File: config.mk
export PLATFORM = sky130hd
export DESIGN_NAME = kpi_keypad_irq_unit
export DESIGN_NICKNAME = d
export VERILOG_FILES = /design/src/verilog/kpi_keypad_irq_unit.v /design/src/verilog/kpi_pin_sync.v
export VERILOG_INCLUDE_DIRS = /design/src /design/src/verilog
export SDC_FILE = /design/constraint.sdc
export NUM_CORES = 1
export LEC_CHECK = 0
export BUFFER_PORTS_ARGS = -buffer_cell sky130_fd_sc_hd__buf_2
export CAP_MARGIN = 40
export CORE_MARGIN = 2
export CORE_UTILIZATION = 30
export CTS_BUF_LIST = sky130_fd_sc_hd__clkbuf_8 sky130_fd_sc_hd__clkbuf_16
export DETAILED_ROUTE_END_ITERATION = 10
export RECOVER_POWER = 100
export REMOVE_ABC_BUFFERS = 1
export SETUP_SLACK_MARGIN = 0.15
export SLEW_MARGIN = 30
export SYNTH_ARGS = -nofsm -noshare
export SYNTH_HDL_FRONTEND = slang
export SYNTH_SLANG_ARGS = --single-unit
export TNS_END_PERCENT = 20
File: constraint.sdc
create_clock -name aclk -period 1.5 [get_ports aclk]
set_input_delay 0.075 -clock aclk [delete_from_list [all_inputs] [get_ports aclk]]
set_output_delay 0.075 -clock aclk [all_outputs]
set_load 0.02 [all_outputs]
File: src/verilog/kpi_defines.vh
/*
  Register offsets, field positions, reset values and sizes for the keypad
  pin interrupt unit. Assumes a 32-bit AXI4-Lite register bus.

// Functional notes
// - Each keypad pin has its own interrupt enable bit.
// - Polarity bit 0 selects falling/low, 1 selects rising/high.
// - An enabled pin gets a pullup for low sense, pulldown for high sense.
// - Any enabled pin asserting per polarity and mode sets the latch.
// - Edge-only: an edge is ignored while another enabled pin is asserted.
// - Sense mode 1: request stays while any enabled pin is asserted.
// - Mode 1 clear needs acknowledge and all pins deasserted, any order.
// - A keypad vector fetch acknowledges and clears the latch.
// - Writing 1 to the acknowledge bit clears the latch.
// - Edges after an acknowledge latch a fresh request.
// - Request reaches the CPU only while the mask bit is clear.
// - Reset clears the pending request and the sense mode bit.
// - Sense mode 0: edge only, acknowledge clears the latch at once.
// - Pending flag is readable regardless of the mask.
// - An enabled pin is forced to input over its direction bit.
// - Unit stays active in wait and stop; unmasked request wakes the CPU.
// - The acknowledge bit is write-only and reads 0.
// - Six enable and six polarity bits, 5 down to 0, read/write.
*/
`ifndef KPI_DEFINES_VH
`define KPI_DEFINES_VH

`define KPI_NPINS          6
`define KPI_OFS_STATUS     4'h0
`define KPI_OFS_ENABLE     4'h4
`define KPI_OFS_POLARITY   4'h8
`define KPI_BIT_PENDING    3
`define KPI_BIT_ACK        2
`define KPI_BIT_MASK       1
`define KPI_BIT_MODE       0
`define KPI_RST_MASK       1'b0
`define KPI_RST_MODE       1'b0
`define KPI_RST_PINS       6'h00
`define KPI_RESP_OKAY      2'b00
`define KPI_RESP_SLVERR    2'b10

`endif

File: src/verilog/kpi_keypad_irq_unit.v
/*
  Keypad pin interrupt unit: per-pin enable and polarity, edge or
  edge-and-level sensing, one latched request gated by a mask, pull
  controls, and an AXI4-Lite register slave. Assumes the CPU pulses
  vector_fetch for one aclk cycle when it takes the keypad vector.
*/
`timescale 1ns/1ns
`include "kpi_defines.vh"
module kpi_keypad_irq_unit (
  // Clock and reset
  input  wire        aclk,
  input  wire        aresetn,
  // AXI4-Lite write address
  input  wire [3:0]  s_axi_awaddr,
  input  wire        s_axi_awvalid,
  output reg         s_axi_awready,
  // AXI4-Lite write data
  input  wire [31:0] s_axi_wdata,
  input  wire [3:0]  s_axi_wstrb,
  input  wire        s_axi_wvalid,
  output reg         s_axi_wready,
  // AXI4-Lite write response
  output reg  [1:0]  s_axi_bresp,
  output reg         s_axi_bvalid,
  input  wire        s_axi_bready,
  // AXI4-Lite read address
  input  wire [3:0]  s_axi_araddr,
  input  wire        s_axi_arvalid,
  output reg         s_axi_arready,
  // AXI4-Lite read data
  output reg  [31:0] s_axi_rdata,
  output reg  [1:0]  s_axi_rresp,
  output reg         s_axi_rvalid,
  input  wire        s_axi_rready,
  // Keypad pins and pad controls
  input  wire [5:0]  key_pin,
  output reg  [5:0]  pin_pullup_q,
  output reg  [5:0]  pin_pulldown_q,
  output reg  [5:0]  pin_force_input_q,
  // CPU side
  input  wire        vector_fetch,
  output reg         key_irq_q,
  output reg         key_wake_q
);
  reg  [5:0] pin_irq_enable_q;
  reg  [5:0] pin_polarity_select_q;
  reg        key_irq_mask_q;
  reg        key_sense_mode_q;
  reg        key_latch_q;
  reg        any_asserted_q;
  reg  [5:0] level_prev_q;
  wire [5:0] level_now;
  wire [5:0] asserted_now;
  wire [5:0] asserted_prev;
  wire [5:0] edge_hit;
  wire       any_edge;
  wire       any_asserted;
  wire       ack_wr;
  wire       ack_pulse;
  wire       latch_d;

  kpi_pin_sync #(.W(`KPI_NPINS)) u_sync (
    .aclk        (aclk),
    .aresetn     (aresetn),
    .pin_raw     (key_pin),
    .pin_level_q (level_now)
  );

  // Polarity folds each level into "asserted"; disabled pins never count
  assign asserted_now  = (level_now ~^ pin_polarity_select_q) & pin_irq_enable_q;
  assign asserted_prev = (level_prev_q ~^ pin_polarity_select_q) & pin_irq_enable_q;
  assign edge_hit      = asserted_now & ~asserted_prev;
  assign any_asserted  = |asserted_now;
  // An edge counts only if no other enabled pin was already asserted
  assign any_edge      = (|edge_hit) & ~(|(asserted_prev & ~edge_hit));

  // Register bus: write happens when both address and data are held
  wire wr_go = s_axi_awvalid & s_axi_wvalid & ~s_axi_bvalid & ~s_axi_awready;
  // Address bits below bit 2 are ignored, so an unaligned address hits its word; byte lane 0 must be strobed
  wire wr_st = wr_go & ({s_axi_awaddr[3:2], 2'b00} == `KPI_OFS_STATUS) & s_axi_wstrb[0];
  wire wr_en = wr_go & ({s_axi_awaddr[3:2], 2'b00} == `KPI_OFS_ENABLE) & s_axi_wstrb[0];
  wire wr_po = wr_go & ({s_axi_awaddr[3:2], 2'b00} == `KPI_OFS_POLARITY) & s_axi_wstrb[0];
  wire wr_ok = (s_axi_awaddr[3:2] != 2'b11);

  assign ack_wr    = wr_st & s_axi_wdata[`KPI_BIT_ACK];
  assign ack_pulse = ack_wr | vector_fetch;
  // Acknowledge drops the latch, but a new edge in the same cycle wins
  assign latch_d = any_edge | (key_latch_q & ~ack_pulse);

  always @(posedge aclk) begin
    if (!aresetn) begin
      key_latch_q    <= 1'b0;
      level_prev_q   <= 6'h00;
      any_asserted_q <= 1'b0;
    end else begin
      key_latch_q    <= latch_d;
      level_prev_q   <= level_now;
      any_asserted_q <= any_asserted;
    end
  end

  // Request output: level mode also holds the request while any pin is asserted
  wire request = key_latch_q | (key_sense_mode_q & any_asserted_q);

  always @(posedge aclk) begin
    if (!aresetn) begin
      key_irq_q  <= 1'b0;
      key_wake_q <= 1'b0;
    end else begin
      key_irq_q  <= request & ~key_irq_mask_q;
      key_wake_q <= request & ~key_irq_mask_q;
    end
  end

  // Control registers and pad controls
  always @(posedge aclk) begin
    if (!aresetn) begin
      pin_irq_enable_q      <= `KPI_RST_PINS;
      pin_polarity_select_q <= `KPI_RST_PINS;
      key_irq_mask_q        <= `KPI_RST_MASK;
      key_sense_mode_q      <= `KPI_RST_MODE;
      pin_pullup_q          <= 6'h00;
      pin_pulldown_q        <= 6'h00;
      pin_force_input_q     <= 6'h00;
    end else begin
      if (wr_st) begin
        key_irq_mask_q   <= s_axi_wdata[`KPI_BIT_MASK];
        key_sense_mode_q <= s_axi_wdata[`KPI_BIT_MODE];
      end
      if (wr_en) begin
        pin_irq_enable_q <= s_axi_wdata[5:0];
      end
      if (wr_po) begin
        pin_polarity_select_q <= s_axi_wdata[5:0];
      end
      pin_pullup_q      <= pin_irq_enable_q & ~pin_polarity_select_q;
      pin_pulldown_q    <= pin_irq_enable_q & pin_polarity_select_q;
      pin_force_input_q <= pin_irq_enable_q;
    end
  end

  // Write channel: take both together, answer one cycle later
  always @(posedge aclk) begin
    if (!aresetn) begin
      s_axi_awready <= 1'b0;
      s_axi_wready  <= 1'b0;
      s_axi_bvalid  <= 1'b0;
      s_axi_bresp   <= `KPI_RESP_OKAY;
    end else begin
      s_axi_awready <= wr_go;
      s_axi_wready  <= wr_go;
      if (wr_go) begin
        s_axi_bvalid <= 1'b1;
        s_axi_bresp  <= wr_ok ? `KPI_RESP_OKAY : `KPI_RESP_SLVERR;
      end else if (s_axi_bready) begin
        s_axi_bvalid <= 1'b0;
      end
    end
  end

  // Read channel; the acknowledge bit always reads zero
  always @(posedge aclk) begin
    if (!aresetn) begin
      s_axi_arready <= 1'b0;
      s_axi_rvalid  <= 1'b0;
      s_axi_rdata   <= 32'h0000_0000;
      s_axi_rresp   <= `KPI_RESP_OKAY;
    end else begin
      s_axi_arready <= 1'b0;
      if (s_axi_arvalid & ~s_axi_rvalid & ~s_axi_arready) begin
        s_axi_arready <= 1'b1;
        s_axi_rvalid  <= 1'b1;
        s_axi_rresp   <= `KPI_RESP_OKAY;
        case (s_axi_araddr[3:2])
          2'b00: begin
            s_axi_rdata <= {28'h000_0000, key_latch_q, 1'b0,
                            key_irq_mask_q, key_sense_mode_q};
          end
          2'b01: begin
            s_axi_rdata <= {26'h000_0000, pin_irq_enable_q};
          end
          2'b10: begin
            s_axi_rdata <= {26'h000_0000, pin_polarity_select_q};
          end
          default: begin
            s_axi_rdata <= 32'h0000_0000;
            s_axi_rresp <= `KPI_RESP_SLVERR;
          end
        endcase
      end else if (s_axi_rready) begin
        s_axi_rvalid <= 1'b0;
      end
    end
  end
endmodule // kpi_keypad_irq_unit

File: src/verilog/kpi_pin_sync.v
/*
  Three-stage synchroniser for one group of keypad pins; a change is taken
  once stages two and three agree. Assumes pins are asynchronous to aclk.
*/
`timescale 1ns/1ns
module kpi_pin_sync #(
  parameter W = 6
) (
  // Clock and reset
  input  wire         aclk,
  input  wire         aresetn,
  // Pins and filtered level
  input  wire [W-1:0] pin_raw,
  output reg  [W-1:0] pin_level_q
);
  reg [W-1:0] s1_q;
  reg [W-1:0] s2_q;
  reg [W-1:0] s3_q;
  genvar i;

  always @(posedge aclk) begin
    if (!aresetn) begin
      s1_q <= {W{1'b0}};
      s2_q <= {W{1'b0}};
      s3_q <= {W{1'b0}};
    end else begin
      s1_q <= pin_raw;
      s2_q <= s1_q;
      s3_q <= s2_q;
    end
  end

  // Held value moves only when the last two stages agree
  generate
    for (i = 0; i < W; i = i + 1) begin : g_agree
      always @(posedge aclk) begin
        if (!aresetn) begin
          pin_level_q[i] <= 1'b0;
        end else if (s2_q[i] == s3_q[i]) begin
          pin_level_q[i] <= s3_q[i];
        end
      end
    end
  endgenerate
endmodule // kpi_pin_sync

After elaboration in Yosys (flattened, before gate mapping):

Index checks and enable logic that the tools add are counted.

* eq/ne operators: 11
* multiplexer cells: 8
* bitwise gates (word level): 37
* reduce and logical (&&, ||, !) cells: 8

Operators with widths (number)
* AND 6 bit: 6
* NOT 6 bit: 3
* one-hot mux 6 bit (3 select lines): 1
* OR reduction 6 bit: 3
* AND 1 bit: 16
* bitwise XNOR 6 bit: 2
* NOT 1 bit: 7
* == test 1 bit: 6
* 2-to-1 mux 1 bit: 5
* == test 2 x 1 -> 1 bit, second input constant: 2
* == test 2 bit, second input constant: 2
* zero test 2 bit: 2
* 2-to-1 mux 2 bit: 2
* nonzero test 2 bit: 2
* OR 1 bit: 3
* OR reduction 3 bit: 1
* inequality test 2 bit, second input constant: 1

* register bits after elaboration: 105
* input port bits: 58
* output and inout bits: 61
* word-level logic and storage cells: 91

Depth between registers and ports, before layout:

Gate-level depths: netlist of the first run.

* depth after elaboration: 10
* mapped depth: 5
* gate-level depth less buffers: 4

Modules after synthesis:

A second synthesis of the first run with hierarchy kept.

* cell total of the unflattened synthesis: 278
* area, all modules: 2917.8 µm²

Modules (own cells, without submodules)
* kpi_keypad_irq_unit: times used 1, cells an instance 216, area an instance 2207.1 µm², seq. area each 1061.0 µm²
* kpi_pin_sync: times used 1, cells an instance 62, area an instance 710.7 µm², seq. area each 480.5 µm²

Worst setup path before layout of the first run:

No wires, ideal clock.

* path kind: register to register
* from: reg s_axi_wready (netlist name)
* to: reg pin_polarity_select_q[5]
* library setup time: 0.128 ns
* arrival: 1.178 ns
* data required time: 1.372 ns
* setup slack: 0.195 ns
* cell stages (with the launch flop): 6
* cells stage by stage: dfxtp_1 > and4bb_1 > buf_6 > nand4b_4 > mux2i_1 > nor2_1

RTL lines
* to (signal assigned): line kpi_keypad_irq_unit.v:119 `` pin_polarity_select_q <= `KPI_RST_PINS; ``
* to (signal assigned): line kpi_keypad_irq_unit.v:134 `pin_polarity_select_q <= s_axi_wdata[5:0];`
* to (decl): line kpi_keypad_irq_unit.v:46 `reg [5:0] pin_polarity_select_q;`

Worst setup path in the final report of the first run:

* from: reg s_axi_bvalid
* to: reg key_latch_q

* longest elaborated chain between the ends: 10

RTL lines
* from (decl): line kpi_keypad_irq_unit.v:24 `output reg s_axi_bvalid,`
* from (signal assigned): line kpi_keypad_irq_unit.v:147 `s_axi_bvalid <= 1'b0;`
* from (signal assigned): line kpi_keypad_irq_unit.v:153 `s_axi_bvalid <= 1'b1;`
* from (signal assigned): line kpi_keypad_irq_unit.v:156 `s_axi_bvalid <= 1'b0;`
* NOT 1 bit: line kpi_keypad_irq_unit.v:78 `wire wr_go = s_axi_awvalid & s_axi_wvalid & ~s_axi_bvalid & ~s_axi_awready;`
* AND 1 bit (2 in a row): line kpi_keypad_irq_unit.v:78
* AND 1 bit (2 in a row): line kpi_keypad_irq_unit.v:80 `` wire wr_st = wr_go & ({s_axi_awaddr[3:2], 2'b00} == `KPI_OFS_STATUS) & s_axi_wstrb[0]; ``
* AND 1 bit: line kpi_keypad_irq_unit.v:85 `` assign ack_wr = wr_st & s_axi_wdata[`KPI_BIT_ACK]; ``
* OR 1 bit: line kpi_keypad_irq_unit.v:86 `assign ack_pulse = ack_wr | vector_fetch;`
* NOT 1 bit: line kpi_keypad_irq_unit.v:88 `assign latch_d = any_edge | (key_latch_q & ~ack_pulse);`
* AND 1 bit: line kpi_keypad_irq_unit.v:88
* OR 1 bit: line kpi_keypad_irq_unit.v:88
* to (signal assigned): line kpi_keypad_irq_unit.v:96 `key_latch_q <= latch_d;`
* to (decl): line kpi_keypad_irq_unit.v:49 `reg key_latch_q;`

No other way between the ends.
A chain may end at the register's enable or synchronous reset.

==> impl_metrics.sql, run 1 <==
INSERT INTO impl_metrics (metric_group, metric, value, unit) VALUES
('outcome', 'outcome', 'complete, no violations', ''),
('timing', 'fin_crit_sh', '0.8726', ''),
('timing', 'finalWorstPathRequiredPeriod', '1.309', 'ns'),
('clock_network', 'sinks_on_the_clock_net', '77', ''),
('timing', 'fmaxAchievable', '764.0', 'MHz'),
('timing', 'slew_viol_final', '0', ''),
('clock_network', 'clock_tree_root_driver_cell', 'sky130_fd_sc_hd__clkbuf_8', ''),
('worst_hold_path', 'hp-class', 'in -> reg', ''),
('worst_setup_path', 'crit_family', 'simple AND/OR/NAND/NOR gates', ''),
('global_route', 'grt_pass1_wl', '8.921', 'mm'),
('floorplan', 'dieHeight', '102.2', 'µm'),
('timing', 'fin_setup_tns', '0', 'ns'),
('place', 'dpl.hpwl', '3.903', 'mm'),
('worst_setup_path', 'arrival', '1.55', 'ns'),
('drt', 'drc', '0', ''),
('yosys', 'yosysSeqAreaShare', '0.5324', ''),
('worst_setup_path', 'worstSetupEndpointType', 'flop', ''),
('global_route', 'globalRouteOverflowTotal', '0', ''),
('worst_setup_path', 'worstPathCellList', 'and4bb_4 -> clkbuf_1 -> nand4_1 -> nand4b_1 -> o21ai_0', ''),
('worst_setup_path', 'slowest_stage', 'sky130_fd_sc_hd__and4bb_4', ''),
('floorplan', 'floorplan.die_area', '0.01045', 'mm²'),
('floorplan', 'num_io_pins', '119', ''),
('place', 'routability_cong', '0.7882', ''),
('global_route', 'gr-usage-all-layers', '0.1136', ''),
('clock_network', 'clock_tree_from_tritoncts', 'yes', ''),
('worst_setup_path', 'timing.reg2reg.setup_slack', '0.19', 'ns'),
('final_layout', 'post_route_cells_drive_above_1_share', '0.1448', ''),
('global_route', 'first_global_vias', '1903', ''),
('yosys', 'post_synth.cell_area_avg', '10.38', 'µm²'),
('drt', 'wire_per_inst', '11.44', 'µm'),
('clock_network', 'clkLatencyLatePin', '0.35', 'ns'),
('job', 'drv.max_cap_violation_count', '0', ''),
('timing', 'timing.clock.skew', '0.009749', 'ns'),
('floorplan', 'row_count', '35', ''),
('final_layout', 'finish.net_count', '412', ''),
('worst_setup_path', 'worst-endpoint-required', '1.74', 'ns'),
('drt', 'finalWirelength', '5.585', 'mm'),
('clock_network', 'number_of_buffers_added_by_the_clock_tree_synthesis_step', '9', ''),
('clock_network', 'h-tree-depth', '3', ''),
('final_layout', 'multi_input_combinational_cell_area', '0.001165', 'mm²'),
('final_layout', 'num_antenna_cells', '0', ''),
('timing', 'final-setup-viol-count', '0', ''),
('power', 'totalPowerFinal', '3.903', 'mW'),
('drt', 'first_drt_pass_iteration_count', '4', ''),
('worst_setup_path', 'critical-path-max-stage-delay', '0.40', 'ns'),
('power', 'vdd_ir_drop_max', '0.4792', 'mV'),
('drt', 'routed-via-count', '2000', ''),
('worst_setup_path', 'worstSetupStartpointType', 'flop', ''),
('worst_setup_path', 'timing.setup.critical_path_class', 'reg -> reg', ''),
('timing', 'timing.final.hold_violations', '0', ''),
('global_route', 'grt_antenna_before_repair', '0', ''),
('power', 'power.static_leakage', '1.474', 'nW'),
('final_layout', 'fill_cells', '1000', ''),
('timing', 'rsz0062_at_grt', 'yes', ''),
('final_layout', 'ff_latch_area', '0.001541', 'mm²'),
('yosys', 'synthDistinctLibCells', '31', ''),
('clock_network', 'clkTransAtPathRegs', '0.08', 'ns'),
('place', 'io_buffer_count', '57', ''),
('drt', 'route.detailed.vias_per_inst', '4.098', ''),
('timing', 'fin_ws', '0.1911', 'ns'),
('yosys', 'yosysWarningCount', '0', ''),
('power', 'power.density_cell_area', '1124', 'mW/mm²'),
('drt', 'dr.first_iter.drc_count', '25', ''),
('worst_setup_path', 'critical_path_peak_fanout', '5', ''),
('yosys', 'count_of_mapped_cells_out_of_synthesis', '279', ''),
('floorplan', 'core-area', '0.009284', 'mm²'),
('yosys', 'synth_seq_cells', '77', ''),
('floorplan', 'die_w', '102.2', 'µm'),
('final_layout', 'area_delta_synth_final', '19.92', '%'),
('yosys', 'mappedNetlistArea', '0.002895', 'mm²'),
('global_route', 'grt_start_max_net_pins', '24', ''),
('drt', 'detail-route-antenna-nets', '0', ''),
('worst_setup_path', 'cp.buffers_inverters', '1', ''),
('floorplan', 'starting_utilization_of_the_core_area', '0.3119', ''),
('clock_network', 'maximum_number_of_buffers_from_clock_root_to_sink', '2', ''),
('place', 'place_worst_setup_slack', '0.07686', 'ns');
==> metrics by stage <==
step / hold WS, ns / utilization / std cells / cell area [µm²]
final: 0.01101 / 0.3740 / 488 / 3472
after global routing: 0.002625 / 0.3740 / 488 / 3472
after detailed placement: 0.2866 / 0.3465 / 459 / 3217
after global placement: 0.2866 / 0.3465 / 459 / 3217
after floorplan: 0.1967 / - / 266 / 2718
after CTS: 0.0007957 / 0.3788 / 486 / 3517
==> cell families after synthesis <==
group                  after synthesis  share of synthesized area
other                                1                   0.001295
XOR/XNOR                            12                    0.03630
flip-flops                          77                     0.5324
multiplexers                        17                    0.05877
buffers and inverters               43                     0.1003
AO/OA/AOI/OAI                       36                    0.07908
AND/OR/NAND/NOR                     93                     0.1919
==> final timing paths <==
kind	startpoint	endpoint	depth (start not counted)
worst max register to register	s_axi_bvalid$_SDFFE_PN0P_	key_latch_q$_SDFF_PN0_	5
worst max-delay path	s_axi_bvalid$_SDFFE_PN0P_	key_latch_q$_SDFF_PN0_	5
worst min-delay path	s_axi_wdata[2]	pin_polarity_select_q[2]$_SDFFE_PN0P_	3
worst min register to register	u_sync.s1_q[1]$_SDFF_PN0_	u_sync.s2_q[1]$_SDFF_PN0_	1
==> area by class of cell <==
type,instances,share of cell area
clock buffer,11,0.04360
clock inverter,5,0.01009
inverter,3,0.003243
multi-input combinational,186,0.3355
sequential,77,0.4440
tap,129,0.04649
timing repair buffer,77,0.1171
==> cell usage after synthesis, drive strengths merged <==
cell    count  area share
a211oi      6       0.016
a21oi      14       0.024
a221oi      1      0.0052
a22oi       8       0.021
and2       32       0.069
and2b       1      0.0030
and3        7       0.016
and4bb      1      0.0043
buf        33       0.087
clkbuf      7      0.0091
conb        1      0.0013
dfxtp      77        0.53
inv         3      0.0039
mux2i      17       0.059
nand2       6      0.0078
nand2b      2      0.0043
nand3       4      0.0069
nand4       1      0.0022
nand4b      3       0.019
nor2       27       0.035
nor2b       7       0.016
nor3        1      0.0017
nor3b       1      0.0065
o21ai       7       0.013
xnor2      12       0.036
==> routing by layer <==
metal | share of wire | routed length (µm) | vias up | global-route usage
met3 | 0.062 | 344 | 10 | 0.03967
met5 | 0 | 0 | - | 0
li1 | - | - | 1019 | -
met4 | 0.020 | 113 | 0 | 0.05538
met2 | 0.46 | 2596 | 66 | 0.1862
met1 | 0.45 | 2531 | 905 | 0.1325
==> flip-flops by register name (all words and copies together), names as in the netlist <==
name and flops:
u_sync.s3_q 6, key_sense_mode_q 1, pin_pulldown_q 6, u_sync.s1_q 6
level_prev_q 6, s_axi_rvalid 1, key_latch_q 1, s_axi_bvalid 1
pin_pullup_q 6, key_irq_mask_q 1, u_sync.pin_level_q 6, s_axi_rresp 1
pin_force_input_q 6, s_axi_rdata 6, u_sync.s2_q 6, pin_polarity_select_q 6
any_asserted_q 1, s_axi_bresp 1, s_axi_wready 1, s_axi_arready 1
pin_irq_enable_q 6, key_wake_q 1
==> cells in the final DEF, fill, tap and decap left out, types with 2 or more instances in the layout <==
master,instances
sky130_fd_sc_hd__a211oi_1,6
sky130_fd_sc_hd__a21oi_1,14
sky130_fd_sc_hd__a22oi_1,8
sky130_fd_sc_hd__and2_0,14
sky130_fd_sc_hd__and2_1,18
sky130_fd_sc_hd__and3_1,6
sky130_fd_sc_hd__buf_2,24
sky130_fd_sc_hd__buf_4,4
sky130_fd_sc_hd__clkbuf_1,37
sky130_fd_sc_hd__clkbuf_8,11
sky130_fd_sc_hd__clkinvlp_4,3
sky130_fd_sc_hd__conb_1,28
sky130_fd_sc_hd__dfxtp_1,77
sky130_fd_sc_hd__dlygate4sd3_1,11
sky130_fd_sc_hd__inv_1,4
sky130_fd_sc_hd__mux2i_1,17
sky130_fd_sc_hd__nand2_1,6
sky130_fd_sc_hd__nand2b_1,2
sky130_fd_sc_hd__nand3_1,4
sky130_fd_sc_hd__nand4b_4,2
sky130_fd_sc_hd__nor2_1,27
sky130_fd_sc_hd__nor2b_1,6
sky130_fd_sc_hd__o21ai_0,7
sky130_fd_sc_hd__xnor2_1,12
==> report_power, final <==
group | total (mW) | switching, mW | leakage [nW] | internal (mW)
logic | 0.328 | 0.210 | 0.759 | 0.118
clock network | 1.45 | 0.761 | 0.0894 | 0.691
registers | 2.12 | 0.0304 | 0.626 | 2.09
==> timing repair <==
action | in CTS | in global routing
buffers inserted | 0 | 2
pin swaps | 0 | 3
hold buffers | 11 | 0
endpoints found under the setup margin | 15 | 17
hold endpoints to repair | 15 | 0
gates resized for setup | 2 | 1
==> worst register-to-register path: cells and delay by family (launching register included) <==
family          cells  cell delay (ns)
compound gates      1             0.08
simple gates        3             0.65
flops               1             0.33
buf+inv             1             0.15
Power figures use the tool's default switching activity.
==> inputs of run 2 (changes only) <==
- CORE_UTILIZATION: 30 -> 40
- PLACE_DENSITY: unset -> 0.67
==> impl_metrics.sql, run 2 (synthesis results as in run 1) <==
INSERT INTO impl_metrics (metric_group, metric, value, unit) VALUES
('global_route', 'grt_pass1_wl', '7.990', 'mm'),
('drt', 'drc', '0', ''),
('drt', 'route.detailed.vias_per_inst', '4.359', ''),
('worst_setup_path', 'reg2reg_depth', '4', ''),
('global_route', 'first_global_vias', '1772', ''),
('clock_network', 'clock_tree_from_tritoncts', 'yes', ''),
('power', 'power.density_cell_area', '1098', 'mW/mm²'),
('floorplan', 'floorplan.die_area', '0.007934', 'mm²'),
('timing', 'finalWorstPathRequiredPeriod', '1.314', 'ns'),
('place', 'place_worst_setup_slack', '0.1030', 'ns'),
('drt', 'first_drt_pass_iteration_count', '4', ''),
('floorplan', 'num_io_pins', '119', ''),
('timing', 'slew_headroom', '0.6528', ''),
('power', 'netSwitchingFraction', '0.2530', ''),
('timing', 'final-setup-viol-count', '0', ''),
('drt', 'detail-route-antenna-nets', '0', ''),
('final_layout', 'post_route_cells_drive_above_1_share', '0.1453', ''),
('floorplan', 'starting_utilization_of_the_core_area', '0.4057', ''),
('outcome', 'outcome', 'complete, no violations', ''),
('power', 'power.share.combinational', '0.089', ''),
('power', 'seq_power_share', '0.567', ''),
('timing', 'timing.clock.skew', '0.003522', 'ns'),
('clock_network', 'h-tree-depth', '3', ''),
('global_route', 'grt_met2_use', '0.2252', ''),
('clock_network', 'clock_tree_root_driver_cell', 'sky130_fd_sc_hd__clkbuf_8', ''),
('timing', 'fin_crit_sh', '0.8762', ''),
('worst_setup_path', 'critical_path_peak_fanout', '6', ''),
('power', 'totalPowerFinal', '3.740', 'mW'),
('final_layout', 'area_delta_synth_final', '17.63', '%'),
('global_route', 'groute.layer.met1.usage', '0.1504', ''),
('global_route', 'top_usage_layer', 'met2', ''),
('clock_network', 'sinks_on_the_clock_net', '77', ''),
('worst_setup_path', 'worstSetupEndpointType', 'flop', ''),
('global_route', 'gr-usage-all-layers', '0.1328', ''),
('clock_network', 'clkTransAtPathRegs', '0.07', 'ns'),
('worst_hold_path', 'hp-class', 'in -> reg', ''),
('floorplan', 'core-area', '0.007137', 'mm²'),
('clock_network', 'number_of_buffers_added_by_the_clock_tree_synthesis_step', '9', ''),
('place', 'io_buffer_count', '57', ''),
('worst_setup_path', 'timing.reg2reg.setup_slack', '0.19', 'ns'),
('worst_setup_path', 'slowest_stage', 'sky130_fd_sc_hd__and4bb_4', ''),
('worst_setup_path', 'critical-path-max-stage-delay', '0.39', 'ns'),
('place', 'routability_cong', '0.7324', ''),
('final_layout', 'finish.net_count', '411', ''),
('worst_setup_path', 'cp.buffers_inverters', '0', ''),
('worst_setup_path', 'r2r-end', 'pin_polarity_select_q[5]$_SDFFE_PN0P_', ''),
('global_route', 'grt_antenna_before_repair', '0', ''),
('place', 'dpl.hpwl', '3.540', 'mm'),
('global_route', 'globalRouteOverflowTotal', '0', ''),
('timing', 'fin_ws', '0.1857', 'ns'),
('power', 'vdd_ir_drop_max', '0.4457', 'mV'),
('timing', 'worst_slew_pin_slew', '0.5209', 'ns'),
('final_layout', 'finish.cell_count_without_fillers', '457', ''),
('worst_setup_path', 'worst-endpoint-required', '1.71', 'ns'),
('global_route', 'grt_start_max_net_pins', '29', ''),
('timing', 'timing.final.hold_violations', '0', ''),
('worst_setup_path', 'worstSetupStartpointType', 'flop', ''),
('job', 'drv.max_cap_violation_count', '0', ''),
('power', 'total_switching_power', '946.1', 'µW'),
('timing', 'fmaxAchievable', '760.8', 'MHz'),
('drt', 'dr.first_iter.drc_count', '75', ''),
('clock_network', 'clkLatencyLatePin', '0.34', 'ns'),
('final_layout', 'fill_cells', '718', ''),
('worst_setup_path', 'timing.setup.critical_path_class', 'reg -> reg', ''),
('worst_hold_path', 'hp-start', 's_axi_wdata[2]', ''),
('power', 'clock_power_share', '0.343', ''),
('worst_setup_path', 'worstPathCellList', 'and4bb_4 -> nand4b_4 -> mux2i_1 -> nor2_1', ''),
('global_route', 'met3_usage', '0.05171', ''),
('floorplan', 'die_w', '89.08', 'µm'),
('drt', 'finalWirelength', '5.066', 'mm'),
('drt', 'wire_per_inst', '11.09', 'µm'),
('floorplan', 'row_count', '31', ''),
('drt', 'routed-via-count', '1992', ''),
('timing', 'rsz0062_at_grt', 'yes', ''),
('worst_setup_path', 'cp-startpoint', 's_axi_bvalid$_SDFFE_PN0P_', ''),
('final_layout', 'layout.cells.most_common_list', '77 x sky130_fd_sc_hd__dfxtp_1, 36 x sky130_fd_sc_hd__clkbuf_1, 28 x sky130_fd_sc_hd__conb_1', ''),
('place', 'dp_cells', '428', ''),
('timing', 'slew_viol_final', '0', ''),
('worst_setup_path', 'crit_family', 'simple AND/OR/NAND/NOR gates', ''),
('worst_setup_path', 'rr_startpoint', 's_axi_bvalid$_SDFFE_PN0P_', ''),
('final_layout', 'num_antenna_cells', '0', ''),
('worst_setup_path', 'arrival', '1.53', 'ns'),
('final_layout', 'layout.core_utilization', '0.4772', ''),
('power', 'intPower', '2.794', 'mW'),
('final_layout', 'final_common_cell', 'sky130_fd_sc_hd__dfxtp_1', ''),
('worst_hold_path', 'instance_count_along_the_most_critical_hold_path', '3', ''),
('floorplan', 'dieHeight', '89.08', 'µm'),
('clock_network', 'maximum_number_of_buffers_from_clock_root_to_sink', '2', ''),
('worst_hold_path', 'timing.hold.worst_endpoint', 'pin_polarity_select_q[2]$_SDFFE_PN0P_', ''),
('power', 'power.static_leakage', '1.479', 'nW');
run 2: changes by cell type in the layout (fill, tap and decap cells not counted), sizes merged:
| cell | delta |
|---|---|
| dlygate4sd3 | -1 |
| clkinvlp | -2 |
| clkbuf | -3 |
| buf | +1 |
| clkinv | +4 |
run 2: timing repair:
| action | 4_1_cts | 5_1_grt |
|---|---|---|
| setup endpoints to repair | 14 | 15 |
| buffers inserted | 0 | 3 |
| pin swaps | 0 | 4 |
| hold endpoints to repair | 14 | 0 |
| cloned | 0 | 0 |
| resized for setup | 2 | 1 |
| hold buffers | 10 | 0 |
run 2: power by group through the flow:
stage          Sequential (mW)  Clock, mW  Combinational [mW]
5_1_grt                   2.13       1.42               0.367
3_3_place_gp              2.17          0               0.304
6_report                  2.12       1.28               0.334
3_5_place_dp              2.17          0               0.309
4_1_cts                   2.12       1.33               0.331
2_1_floorplan             2.20          0               0.162
run 2: stage by stage:
stage	hold slack [ns]	TNS [ns]	instance area [µm²]
6_report	0.01755	0	3406
5_1_grt	0.02071	0	3406
4_1_cts	0.001913	0	3435
3_5_place_dp	0.2840	0	3172
3_3_place_gp	0.2842	0	3172
2_1_floorplan	0.1967	-0.02203	2718
run 2: worst max path at each step:
stage,end,slack [ns],cells after the start
after floorplan,pin_polarity_select_q[0]$_SDFFE_PN0P_,-0.004,4
after global placement,pin_polarity_select_q[2]$_SDFFE_PN0P_,0.13,4
after detailed placement,pin_polarity_select_q[3]$_SDFFE_PN0P_,0.10,4
after CTS,pin_polarity_select_q[3]$_SDFFE_PN0P_,0.17,4
after global routing,pin_polarity_select_q[4]$_SDFFE_PN0P_,0.10,4
final,pin_polarity_select_q[5]$_SDFFE_PN0P_,0.19,4
run 2: final cells by class:
class / instances / area, µm² / area share
clock buffer: 9 / 123.9 / 0.03637
clock inverter: 7 / 35.03 / 0.01029
inverter: 3 / 11.26 / 0.003306
multi-input combinational: 186 / 1157 / 0.3398
sequential: 77 / 1541 / 0.4526
tap: 99 / 123.9 / 0.03637
timing repair buffer: 76 / 412.9 / 0.1212
run 2: metal layers:
metal  part of all wire  routed length (µm)
met5                  0                   0
met4             0.0091                  46
met3              0.060                 306
met1               0.44                2251
met2               0.49                2462
run 2: worst min-delay path, delay by kind of cell:
kind                   cells  cell delay [ns]
buffers and inverters      1             0.11
and+or+nand+nor            1             0.08
muxes                      1             0.06
